### src/sbm_pkg.sv
// Constants shared by the service button mode controller.
// Assumes a 100 MHz system clock and a 32-bit AXI4-Lite register bus.
package sbm_pkg;

  // ****************************************************************
  // Clock and timing
  // ****************************************************************
  localparam int CLK_PERIOD_NS = 10;
  localparam int TICK_NS       = 1000000;
  localparam int TICK_CYCLES   = TICK_NS / CLK_PERIOD_NS;
  localparam int HOLD_S        = 5;
  localparam int HOLD_MS       = HOLD_S * 1000;
  localparam int WINDOW_S      = 20;
  localparam int WINDOW_MS     = WINDOW_S * 1000;
  localparam int DEBOUNCE_MS   = 20;
  localparam int BEEP_SHORT_MS = 100;
  localparam int BEEP_LONG_MS  = 800;
  localparam int BEEP_GAP_MS   = 200;
  localparam int MS_W          = 15;

  // ****************************************************************
  // Register map and fields
  // ****************************************************************
  localparam logic [3:0] REG_CTRL   = 4'h0;
  localparam logic [3:0] REG_STATUS = 4'h4;
  localparam logic [3:0] REG_CODE   = 4'h8;
  localparam int CTRL_LEARN_BIT     = 0;
  localparam int CTRL_STOP_BIT      = 1;
  localparam int CTRL_ACK_BIT       = 2;
  localparam logic ACK_EN_RESET     = 1'b1;
  localparam logic [1:0] CODE_RESET = 2'h0;
  localparam logic [1:0] RESP_OKAY   = 2'h0;
  localparam logic [1:0] RESP_SLVERR = 2'h2;

  // ****************************************************************
  // Operating modes
  // ****************************************************************
  typedef enum logic [2:0] {
    MODE_NORMAL = 3'b001,
    MODE_TEST   = 3'b010,
    MODE_SOUND  = 3'b100
  } sbm_mode_type;

endpackage

### src/sbm_ctrl.sv
// Service pushbutton mode controller with remote-code filter.
// Assumes a synchronous button input, a remote decoder that strobes one
// frame code per valid pulse, and a nonvolatile store outside.
//
// Added by the designer: register access over AXI4-Lite and the address map.
`timescale 1ns/1ps

module sbm_ctrl #(
  parameter int TICK_CYCLES_P = sbm_pkg::TICK_CYCLES
) (
  // Clock and reset
  input  wire logic                        aclk,
  input  wire logic                        aresetn,
  // Service pushbutton and mode outputs
  input  wire logic                        btn_press,
  output logic                             auto_start,
  output logic                             test_run,
  output logic                             sound_mode,
  output logic                             beep,
  output logic                             ack_beep_en,
  // Remote frames
  input  wire logic                        frame_valid,
  input  wire logic [1:0]                  frame_code,
  output logic                             frame_accept,
  // Nonvolatile code store
  input  wire logic [1:0]                  nv_code,
  output logic                             nv_wr,
  output logic [1:0]                       nv_wr_code,
  // AXI4-Lite write address and data
  input  wire logic [3:0]                  s_axi_awaddr,
  input  wire logic                        s_axi_awvalid,
  output logic                             s_axi_awready,
  input  wire logic [31:0]                 s_axi_wdata,
  input  wire logic [3:0]                  s_axi_wstrb,
  input  wire logic                        s_axi_wvalid,
  output logic                             s_axi_wready,
  // AXI4-Lite write response
  output logic [1:0]                       s_axi_bresp,
  output logic                             s_axi_bvalid,
  input  wire logic                        s_axi_bready,
  // AXI4-Lite read
  input  wire logic [3:0]                  s_axi_araddr,
  input  wire logic                        s_axi_arvalid,
  output logic                             s_axi_arready,
  output logic [31:0]                      s_axi_rdata,
  output logic [1:0]                       s_axi_rresp,
  output logic                             s_axi_rvalid,
  input  wire logic                        s_axi_rready
);
  import sbm_pkg::*;

  // ****************************************************************
  // Shared helpers
  // ****************************************************************
  function automatic logic [MS_W-1:0] ms_inc(input logic [MS_W-1:0] c);
    ms_inc = (c == {MS_W{1'b1}}) ? c : c + 1'b1;
  endfunction

  function automatic logic [MS_W-1:0] ms_c(input int v);
    ms_c = MS_W'(v);
  endfunction

  // ****************************************************************
  // Millisecond tick
  // ****************************************************************
  logic [16:0]       tick_cnt_r;
  logic              tick_r;

  always_ff @(posedge aclk) begin
    if (!aresetn) begin
      tick_cnt_r <= 17'h0;
      tick_r     <= 1'b0;
    end else if (tick_cnt_r == 17'(TICK_CYCLES_P - 1)) begin
      tick_cnt_r <= 17'h0;
      tick_r     <= 1'b1;
    end else begin
      tick_cnt_r <= tick_cnt_r + 17'h1;
      tick_r     <= 1'b0;
    end
  end

  // ****************************************************************
  // Debounce and hold timing
  // ****************************************************************
  logic              btn_db_r;
  logic [MS_W-1:0]   deb_cnt_r;
  logic [MS_W-1:0]   hold_cnt_r;
  logic              press;
  logic              hold_evt;
  logic              btn_db_prev_r;

  // The button must sit at a new level for a full debounce period.
  always_ff @(posedge aclk) begin
    if (!aresetn) begin
      btn_db_r  <= 1'b0;
      deb_cnt_r <= '0;
    end else if (btn_press == btn_db_r) begin
      deb_cnt_r <= '0;
    end else if (tick_r) begin
      if (deb_cnt_r == ms_c(DEBOUNCE_MS - 1)) begin
        btn_db_r  <= btn_press;
        deb_cnt_r <= '0;
      end else begin
        deb_cnt_r <= ms_inc(deb_cnt_r);
      end
    end
  end

  always_ff @(posedge aclk) begin
    if (!aresetn) begin
      btn_db_prev_r <= 1'b0;
    end else begin
      btn_db_prev_r <= btn_db_r;
    end
  end

  assign press = btn_db_r & ~btn_db_prev_r;

  // Any release ends the hold, so only an unbroken hold can fire.
  always_ff @(posedge aclk) begin
    if (!aresetn) begin
      hold_cnt_r <= '0;
    end else if (!btn_db_r) begin
      hold_cnt_r <= '0;
    end else if (tick_r) begin
      hold_cnt_r <= ms_inc(hold_cnt_r);
    end
  end

  assign hold_evt = btn_db_r & tick_r & (hold_cnt_r == ms_c(HOLD_MS - 1));

  // ****************************************************************
  // Mode sequence
  // ****************************************************************
  sbm_mode_type      mode_r;
  logic [MS_W-1:0]   win_cnt_r;
  logic              win_open;
  logic              ack_en_r;
  logic              auto_r;
  logic              bq_req;
  logic [1:0]        bq_cnt;
  logic              bq_long;
  logic              sw_stop;
  logic              sw_ack_wr;
  logic              sw_ack_val;

  assign win_open = (win_cnt_r < ms_c(WINDOW_MS));

  always_ff @(posedge aclk) begin
    if (!aresetn) begin
      mode_r <= MODE_NORMAL;
    end else begin
      unique case (mode_r)
        MODE_NORMAL: begin
          if (hold_evt) begin
            mode_r <= MODE_TEST;
          end
        end
        MODE_TEST: begin
          if (sw_stop) begin
            mode_r <= MODE_NORMAL;
          end else if (hold_evt && win_open) begin
            mode_r <= MODE_SOUND;
          end
        end
        MODE_SOUND: begin
          if (!win_open || sw_stop) begin
            mode_r <= MODE_NORMAL;
          end
        end
      endcase
    end
  end

  // Window counter restarts on test entry and on every sound-mode press.
  always_ff @(posedge aclk) begin
    if (!aresetn) begin
      win_cnt_r <= '0;
    end else if (hold_evt || (mode_r == MODE_SOUND && press)) begin
      win_cnt_r <= '0;
    end else if (tick_r) begin
      win_cnt_r <= ms_inc(win_cnt_r);
    end
  end

  // Hardware toggles take priority over a software write in one cycle.
  always_ff @(posedge aclk) begin
    if (!aresetn) begin
      ack_en_r <= ACK_EN_RESET;
    end else if (mode_r == MODE_SOUND && press) begin
      ack_en_r <= ~ack_en_r;
    end else if (sw_ack_wr) begin
      ack_en_r <= sw_ack_val;
    end
  end

  // Auto start fires on the press edge, long before any hold decision.
  always_ff @(posedge aclk) begin
    if (!aresetn) begin
      auto_r <= 1'b0;
    end else begin
      auto_r <= press && mode_r == MODE_NORMAL;
    end
  end

  // ****************************************************************
  // Remote code filter and learning
  // ****************************************************************
  logic [1:0]        code_r;
  logic              code_loaded_r;
  logic              learn_r;
  logic              accept_r;
  logic              nv_wr_r;
  logic              sw_learn;

  // The stored code is fetched from the store on the first clock after
  // reset, since an asynchronous load from a port would be unsafe.
  always_ff @(posedge aclk) begin
    if (!aresetn) begin
      code_r        <= CODE_RESET;
      code_loaded_r <= 1'b0;
    end else if (!code_loaded_r) begin
      code_r        <= nv_code;
      code_loaded_r <= 1'b1;
    end else if (learn_r && frame_valid) begin
      code_r        <= frame_code;
    end
  end

  // A frame that ends learning wins over a software request in the same cycle: learn clears.
  always_ff @(posedge aclk) begin
    if (!aresetn) begin
      learn_r <= 1'b0;
    end else if (learn_r && frame_valid) begin
      learn_r <= 1'b0;
    end else if (sw_learn) begin
      learn_r <= 1'b1;
    end
  end

  always_ff @(posedge aclk) begin
    if (!aresetn) begin
      nv_wr_r    <= 1'b0;
      nv_wr_code <= CODE_RESET;
      accept_r   <= 1'b0;
    end else begin
      nv_wr_r  <= learn_r && frame_valid;
      accept_r <= !learn_r && code_loaded_r && frame_valid &&
                  frame_code == code_r;
      if (learn_r && frame_valid) begin
        nv_wr_code <= frame_code;
      end
    end
  end

  // ****************************************************************
  // Beep requests and sequencer
  // ****************************************************************
  logic [1:0]        beep_left_r;
  logic              beep_long_r;
  logic              beep_on_r;
  logic [MS_W-1:0]   beep_ms_r;
  logic [MS_W-1:0]   beep_len;

  always_comb begin
    bq_req  = 1'b0;
    bq_cnt  = 2'h1;
    bq_long = 1'b0;
    if (hold_evt && mode_r == MODE_NORMAL) begin
      bq_req = 1'b1;
    end else if (hold_evt && mode_r == MODE_TEST && win_open) begin
      bq_req = 1'b1;
      bq_cnt = 2'h2;
    end else if (press && mode_r == MODE_SOUND) begin
      bq_req  = 1'b1;
      bq_long = ack_en_r;
    end else if (accept_r && ack_en_r) begin
      bq_req = 1'b1;
    end
  end

  assign beep_len = beep_long_r ? ms_c(BEEP_LONG_MS) : ms_c(BEEP_SHORT_MS);

  // A new request cuts any beep pattern still playing.
  always_ff @(posedge aclk) begin
    if (!aresetn) begin
      beep_left_r <= 2'h0;
      beep_long_r <= 1'b0;
      beep_on_r   <= 1'b0;
      beep_ms_r   <= '0;
    end else if (bq_req) begin
      beep_left_r <= bq_cnt;
      beep_long_r <= bq_long;
      beep_on_r   <= 1'b1;
      beep_ms_r   <= '0;
    end else if (tick_r && beep_left_r != 2'h0) begin
      if (beep_on_r && beep_ms_r == beep_len - 1'b1) begin
        beep_on_r   <= 1'b0;
        beep_ms_r   <= '0;
        beep_left_r <= beep_left_r - 2'h1;
      end else if (!beep_on_r && beep_ms_r == ms_c(BEEP_GAP_MS - 1)) begin
        beep_on_r <= 1'b1;
        beep_ms_r <= '0;
      end else begin
        beep_ms_r <= ms_inc(beep_ms_r);
      end
    end
  end

  // ****************************************************************
  // AXI4-Lite slave
  // ****************************************************************
  logic              aw_full_r;
  logic              w_full_r;
  logic [3:0]        aw_addr_r;
  logic [31:0]       w_data_r;
  logic [3:0]        w_strb_r;
  logic              bvalid_r;
  logic [1:0]        bresp_r;
  logic              rvalid_r;
  logic [1:0]        rresp_r;
  logic [31:0]       rdata_r;
  logic              wr_go;
  logic              ctrl_hit;

  assign s_axi_awready = !aw_full_r && !bvalid_r;
  assign s_axi_wready  = !w_full_r && !bvalid_r;
  assign s_axi_arready = !rvalid_r;
  assign wr_go         = aw_full_r && w_full_r && !bvalid_r;
  assign ctrl_hit      = wr_go && aw_addr_r == REG_CTRL && w_strb_r[0];
  assign sw_learn      = ctrl_hit && w_data_r[CTRL_LEARN_BIT];
  assign sw_stop       = ctrl_hit && w_data_r[CTRL_STOP_BIT];
  assign sw_ack_wr     = ctrl_hit;
  assign sw_ack_val    = w_data_r[CTRL_ACK_BIT];

  // Address and data are caught in either order; the answer follows both.
  always_ff @(posedge aclk) begin
    if (!aresetn) begin
      aw_full_r <= 1'b0;
      w_full_r  <= 1'b0;
      aw_addr_r <= 4'h0;
      w_data_r  <= 32'h0;
      w_strb_r  <= 4'h0;
      bvalid_r  <= 1'b0;
      bresp_r   <= RESP_OKAY;
    end else begin
      if (s_axi_awvalid && s_axi_awready) begin
        aw_full_r <= 1'b1;
        aw_addr_r <= s_axi_awaddr;
      end
      if (s_axi_wvalid && s_axi_wready) begin
        w_full_r <= 1'b1;
        w_data_r <= s_axi_wdata;
        w_strb_r <= s_axi_wstrb;
      end
      if (wr_go) begin
        aw_full_r <= 1'b0;
        w_full_r  <= 1'b0;
        bvalid_r  <= 1'b1;
        bresp_r   <= (aw_addr_r == REG_CTRL) ? RESP_OKAY : RESP_SLVERR;
      end else if (bvalid_r && s_axi_bready) begin
        bvalid_r <= 1'b0;
      end
    end
  end

  always_ff @(posedge aclk) begin
    if (!aresetn) begin
      rvalid_r <= 1'b0;
      rresp_r  <= RESP_OKAY;
      rdata_r  <= 32'h0;
    end else if (s_axi_arvalid && s_axi_arready) begin
      rvalid_r <= 1'b1;
      rresp_r  <= RESP_OKAY;
      unique case (s_axi_araddr)
        REG_CTRL:   rdata_r <= {29'h0, ack_en_r, 1'b0, learn_r};
        REG_STATUS: rdata_r <= {27'h0, btn_db_r, beep_on_r & |beep_left_r,
                                mode_r};
        REG_CODE:   rdata_r <= {30'h0, code_r};
        default: begin
          rdata_r <= 32'h0;
          rresp_r <= RESP_SLVERR;
        end
      endcase
    end else if (rvalid_r && s_axi_rready) begin
      rvalid_r <= 1'b0;
    end
  end

  // ****************************************************************
  // Outputs
  // ****************************************************************
  assign s_axi_bvalid = bvalid_r;
  assign s_axi_bresp  = bresp_r;
  assign s_axi_rvalid = rvalid_r;
  assign s_axi_rresp  = rresp_r;
  assign s_axi_rdata  = rdata_r;
  assign auto_start   = auto_r;
  assign test_run     = (mode_r == MODE_TEST);
  assign sound_mode   = (mode_r == MODE_SOUND);
  assign beep         = beep_on_r & (beep_left_r != 2'h0);
  assign ack_beep_en  = ack_en_r;
  assign frame_accept = accept_r;
  assign nv_wr        = nv_wr_r;

endmodule // sbm_ctrl

### config.mk
export PLATFORM = sky130hd
export DESIGN_NAME = sbm_ctrl
export DESIGN_NICKNAME = d
export VERILOG_FILES = /design/src/sbm_pkg.sv /design/src/sbm_ctrl.sv
export SDC_FILE = /design/constraint.sdc
export NUM_CORES = 1
export LEC_CHECK = 0
export ABC_CLOCK_PERIOD_IN_PS = 2700
export BUFFER_PORTS_ARGS = -buffer_cell sky130_fd_sc_hd__buf_2
export CORE_MARGIN = 5
export CORE_UTILIZATION = 56
export CTS_CLUSTER_DIAMETER = 200
export DETAILED_ROUTE_END_ITERATION = 6
export PLACE_DENSITY = 0.8
export SYNTH_ARGS = -nofsm -noshare
export SYNTH_HDL_FRONTEND = slang
export SYNTH_SLANG_ARGS = --single-unit
### constraint.sdc
create_clock -name aclk -period 2.7 [get_ports aclk]
set_input_delay 0.405 -clock aclk [delete_from_list [all_inputs] [get_ports aclk]]
set_output_delay 0.405 -clock aclk [all_outputs]
set_load 0.02 [all_outputs]
==> impl_metrics.env <==
export IMPL_setup_viol=0
export IMPL_grt_busiest_layer="met2"
export IMPL_tns_ps=0
export IMPL_dp_final_hpwl_mm=8.466
export IMPL_crit_family="simple AND/OR/NAND/NOR gates"
export IMPL_end_kind="output pin"
export IMPL_cts_buffer_depth=2
export IMPL_peakVddDrop_v=0.0004455
export IMPL_placementRows=36
export IMPL_period_needed_ps=2126
export IMPL_grt_met1_usage=0.2358
export IMPL_cts_tree="built"
export IMPL_global_route_usage_met3=0.05677
export IMPL_status="completed"
export IMPL_ff2ff_setup_slack_ps=620
export IMPL_ant_nets=0
export IMPL_yosys_top_cells_area="dfxtp_1 (41%), nor2_1 (6.7%), xnor2_1 (5.1%), buf_4 (4.4%), xor2_1 (4.0%)"
export IMPL_postSynthCellCount=665
export IMPL_drtIter0Drc=427
export IMPL_drtPass1Iterations=6
export IMPL_tightest_slew_ps=602.5
export IMPL_die_area_um2=12270
export IMPL_hold_viol=0
export IMPL_drv_slew=0
export IMPL_ctsResizeCount=0
export IMPL_critPathMaxStageDelay_ps=420
export IMPL_grt_overflow_total=0
export IMPL_r2r_start="hold_cnt_r[0]"
export IMPL_final_min_period_over_clock_period=0.7873
export IMPL_slowest_stage="or3b_1"
export IMPL_grt_max_degree=28
export IMPL_yosys_area_top_type_share=0.4084
export IMPL_finalClockSkew_ps=9.726
export IMPL_synth_edf_count=0
export IMPL_grt_usage=0.2010
export IMPL_r2r_end="win_cnt_r[14]"
export IMPL_postSynth_asyncResetShare=0
export IMPL_holdPathEnd="s_axi_rvalid"
export IMPL_cp_max_fo=6
export IMPL_ys_seq_elements=116
export IMPL_synth_seq_area_share=0.4084
export IMPL_drive_gt1_frac=0.1387
export IMPL_avgSynthCellArea_um2=8.551
export IMPL_hold_buffers=0
export IMPL_synth_mux_area_fraction=0.02508
export IMPL_start_kind="register"
export IMPL_p_leak_nw=2.472
export IMPL_slew_headroom=0.5953
export IMPL_cts_htree_levels=4
export IMPL_ctsRootBufferMaster="clkbuf_8"
export IMPL_hold_ws_ps=69.81
export IMPL_initial_core_util=0.5791
export IMPL_cp_arrival_ps=1720
export IMPL_antenna_found_initial=0
export IMPL_insertedDiodeCount=0
export IMPL_cts_setup_buffers=0
export IMPL_grt_pass1_vias=4600
export IMPL_wl_per_cell_um=14.48
export IMPL_fp_dieH_um=110.8
export IMPL_hold_depth=2
export IMPL_numCtsBuffers=17
export IMPL_crit_buf_inv=2
export IMPL_wirelength_mm=12.36
export IMPL_synthSimpleGateAreaFrac=0.2977
export IMPL_ff2ff_path_depth=6
export IMPL_synth_top_family_by_area="simple AND/OR/NAND/NOR gates"
export IMPL_cts_reportedPaths_clkPinSlew_ps=50
export IMPL_yosysWarnings=0
export IMPL_synth_xor_area_share=0.09087
export IMPL_coreArea_um2=9819
export IMPL_io_pins=107
export IMPL_cp_required_ps=2300
export IMPL_drc=0
export IMPL_area_growth_syn_to_layout_pct=13.27
export IMPL_via_per_inst=5.648
export IMPL_pwr_density_cell_nw_per_um2=627.2
export IMPL_gp_congestion=0.8921
export IMPL_max_freq_mhz=470.4
export IMPL_grt_pass1_wl_mm=20.76
export IMPL_min_path_type="input pin to register"
export IMPL_max_cap_viol_count=0
export IMPL_path_cells="or3b_1, inv_1, buf_2"
export IMPL_nets=772
export IMPL_synth_compound_area_frac=0.09549
export IMPL_rsz0062_at_grt="no"
export IMPL_vias=4823
export IMPL_syn_cell_area_um2=5687
export IMPL_die_w_um=110.8
export IMPL_insertion_delay_ps=530
export IMPL_grtUsageMet2=0.3455
export IMPL_synthAdderAreaFrac=0.01320
export IMPL_synth_flop_cell="dfxtp_1"
export IMPL_clock_sinks=116
export IMPL_holdCritStartpoint="s_axi_rready"
export IMPL_crit_type="register to output pin"
export IMPL_io_buffers=45
export IMPL_synth_top_area_cell="dfxtp_1"
export IMPL_ys_types=66
==> worst register-to-register path: cells and delay by family (launching register included) <==
| kind | cells | cell delay (ps) |
|---|---|---|
| AO/OA/AOI/OAI | 1 | 330 |
| adder cells (fa/ha/maj) | 1 | 250 |
| flip-flops | 1 | 330 |
| AND/OR/NAND/NOR | 4 | 1120 |
==> kinds of logic after synthesis <==
family | Yosys count
AO/OA/AOI/OAI | 80
XOR/XNOR | 59
adder cells (fa/ha/maj) | 6
buffers and inverters | 67
flip-flops | 116
multiplexers | 14
other | 1
AND/OR/NAND/NOR | 322
==> worst max path at each step <==
stage                   from             end  slack (ps)  depth (start not counted)
5_1_grt            mode_r[1]        test_run         470                          3
3_5_place_dp   hold_cnt_r[0]   win_cnt_r[14]         650                          6
2_1_floorplan  beep_ms_r[11]  beep_left_r[1]         780                          5
4_1_cts            mode_r[1]        test_run         560                          3
6_report           mode_r[1]        test_run         570                          3
3_3_place_gp   hold_cnt_r[0]   win_cnt_r[14]         690                          6
==> layout make-up <==
class	instances	area [um^2]
well taps	133	166.4
inverters	14	52.55
clock inverters	9	105.1
repair buffers	50	262.8
flip-flops and latches	116	2322
multi-input cells	510	3079
clock buffers	22	452.9
fillers	785	3378
==> layout by cell type, fill, tap and decap left out, types with 4 or more instances in the layout <==
master	instances
a211oi_1	6
a21oi_1	25
a31oi_1	5
and2_1	10
and3_1	20
and4_1	8
buf_2	45
buf_4	5
clkbuf_16	16
clkinv_2	4
conb_1	29
dfxtp_1	116
ha_1	6
inv_1	14
mux2i_1	12
nand2_1	46
nand2b_1	5
nand3_1	29
nand4_1	21
nor2_1	101
nor3_1	31
nor3b_1	6
nor4_1	11
o21ai_0	15
xnor2_1	33
xor2_1	26
==> metal layers <==
layer	up-vias	part of all wire
li1	2368	-
met1	2298	0.42
met2	142	0.51
met3	15	0.054
met4	0	0.011
met5	-	0
==> synthesized netlist by cell type, drive strengths merged (4+ instances only) <==
cell,n
nor4,12
or4,4
nand2,47
and2,11
xnor2,33
mux2i,12
dfxtp,116
nor3,32
inv,14
o2111ai,4
nor2,102
buf,40
a21oi,26
a31oi,5
and4,8
and3,21
xor2,26
ha,6
nand3,31
nor3b,7
a211oi,6
clkbuf,13
o21ai,16
nand4,22
nand2b,5
==> power breakdown <==
part | switching, mW | internal, mW | total (mW)
Clock | 0.757 | 1.35 | 2.11
Combinational | 0.123 | 0.0546 | 0.177
Sequential | 0.0188 | 1.74 | 1.76
==> metrics by stage <==
stage                     instance area (um^2)    util  setup slack, ps  power [mW]  instances
final                                     6441  0.6560            574.4       4.040        854
after global routing                      6441  0.6560            473.7       4.183        854
after CTS                                 6441  0.6560            562.8       4.062        854
after detailed placement                  5883  0.5991            653.3       1.966        823
after global placement                    5883  0.5991            690.6       1.959        823
after floorplan                           5792       -            778.9       1.951        693
==> registers in the layout, indices dropped and copies added, names as in the netlist, 2 cells and up <==
register	flops
beep_left_r	2
nv_wr_code	2
tick_cnt_r	17
w_data_r	3
code_r	2
win_cnt_r	15
hold_cnt_r	15
aw_addr_r	4
deb_cnt_r	15
mode_r	3
s_axi_rdata	5
beep_ms_r	15
(Power assumes the default switching activity.)
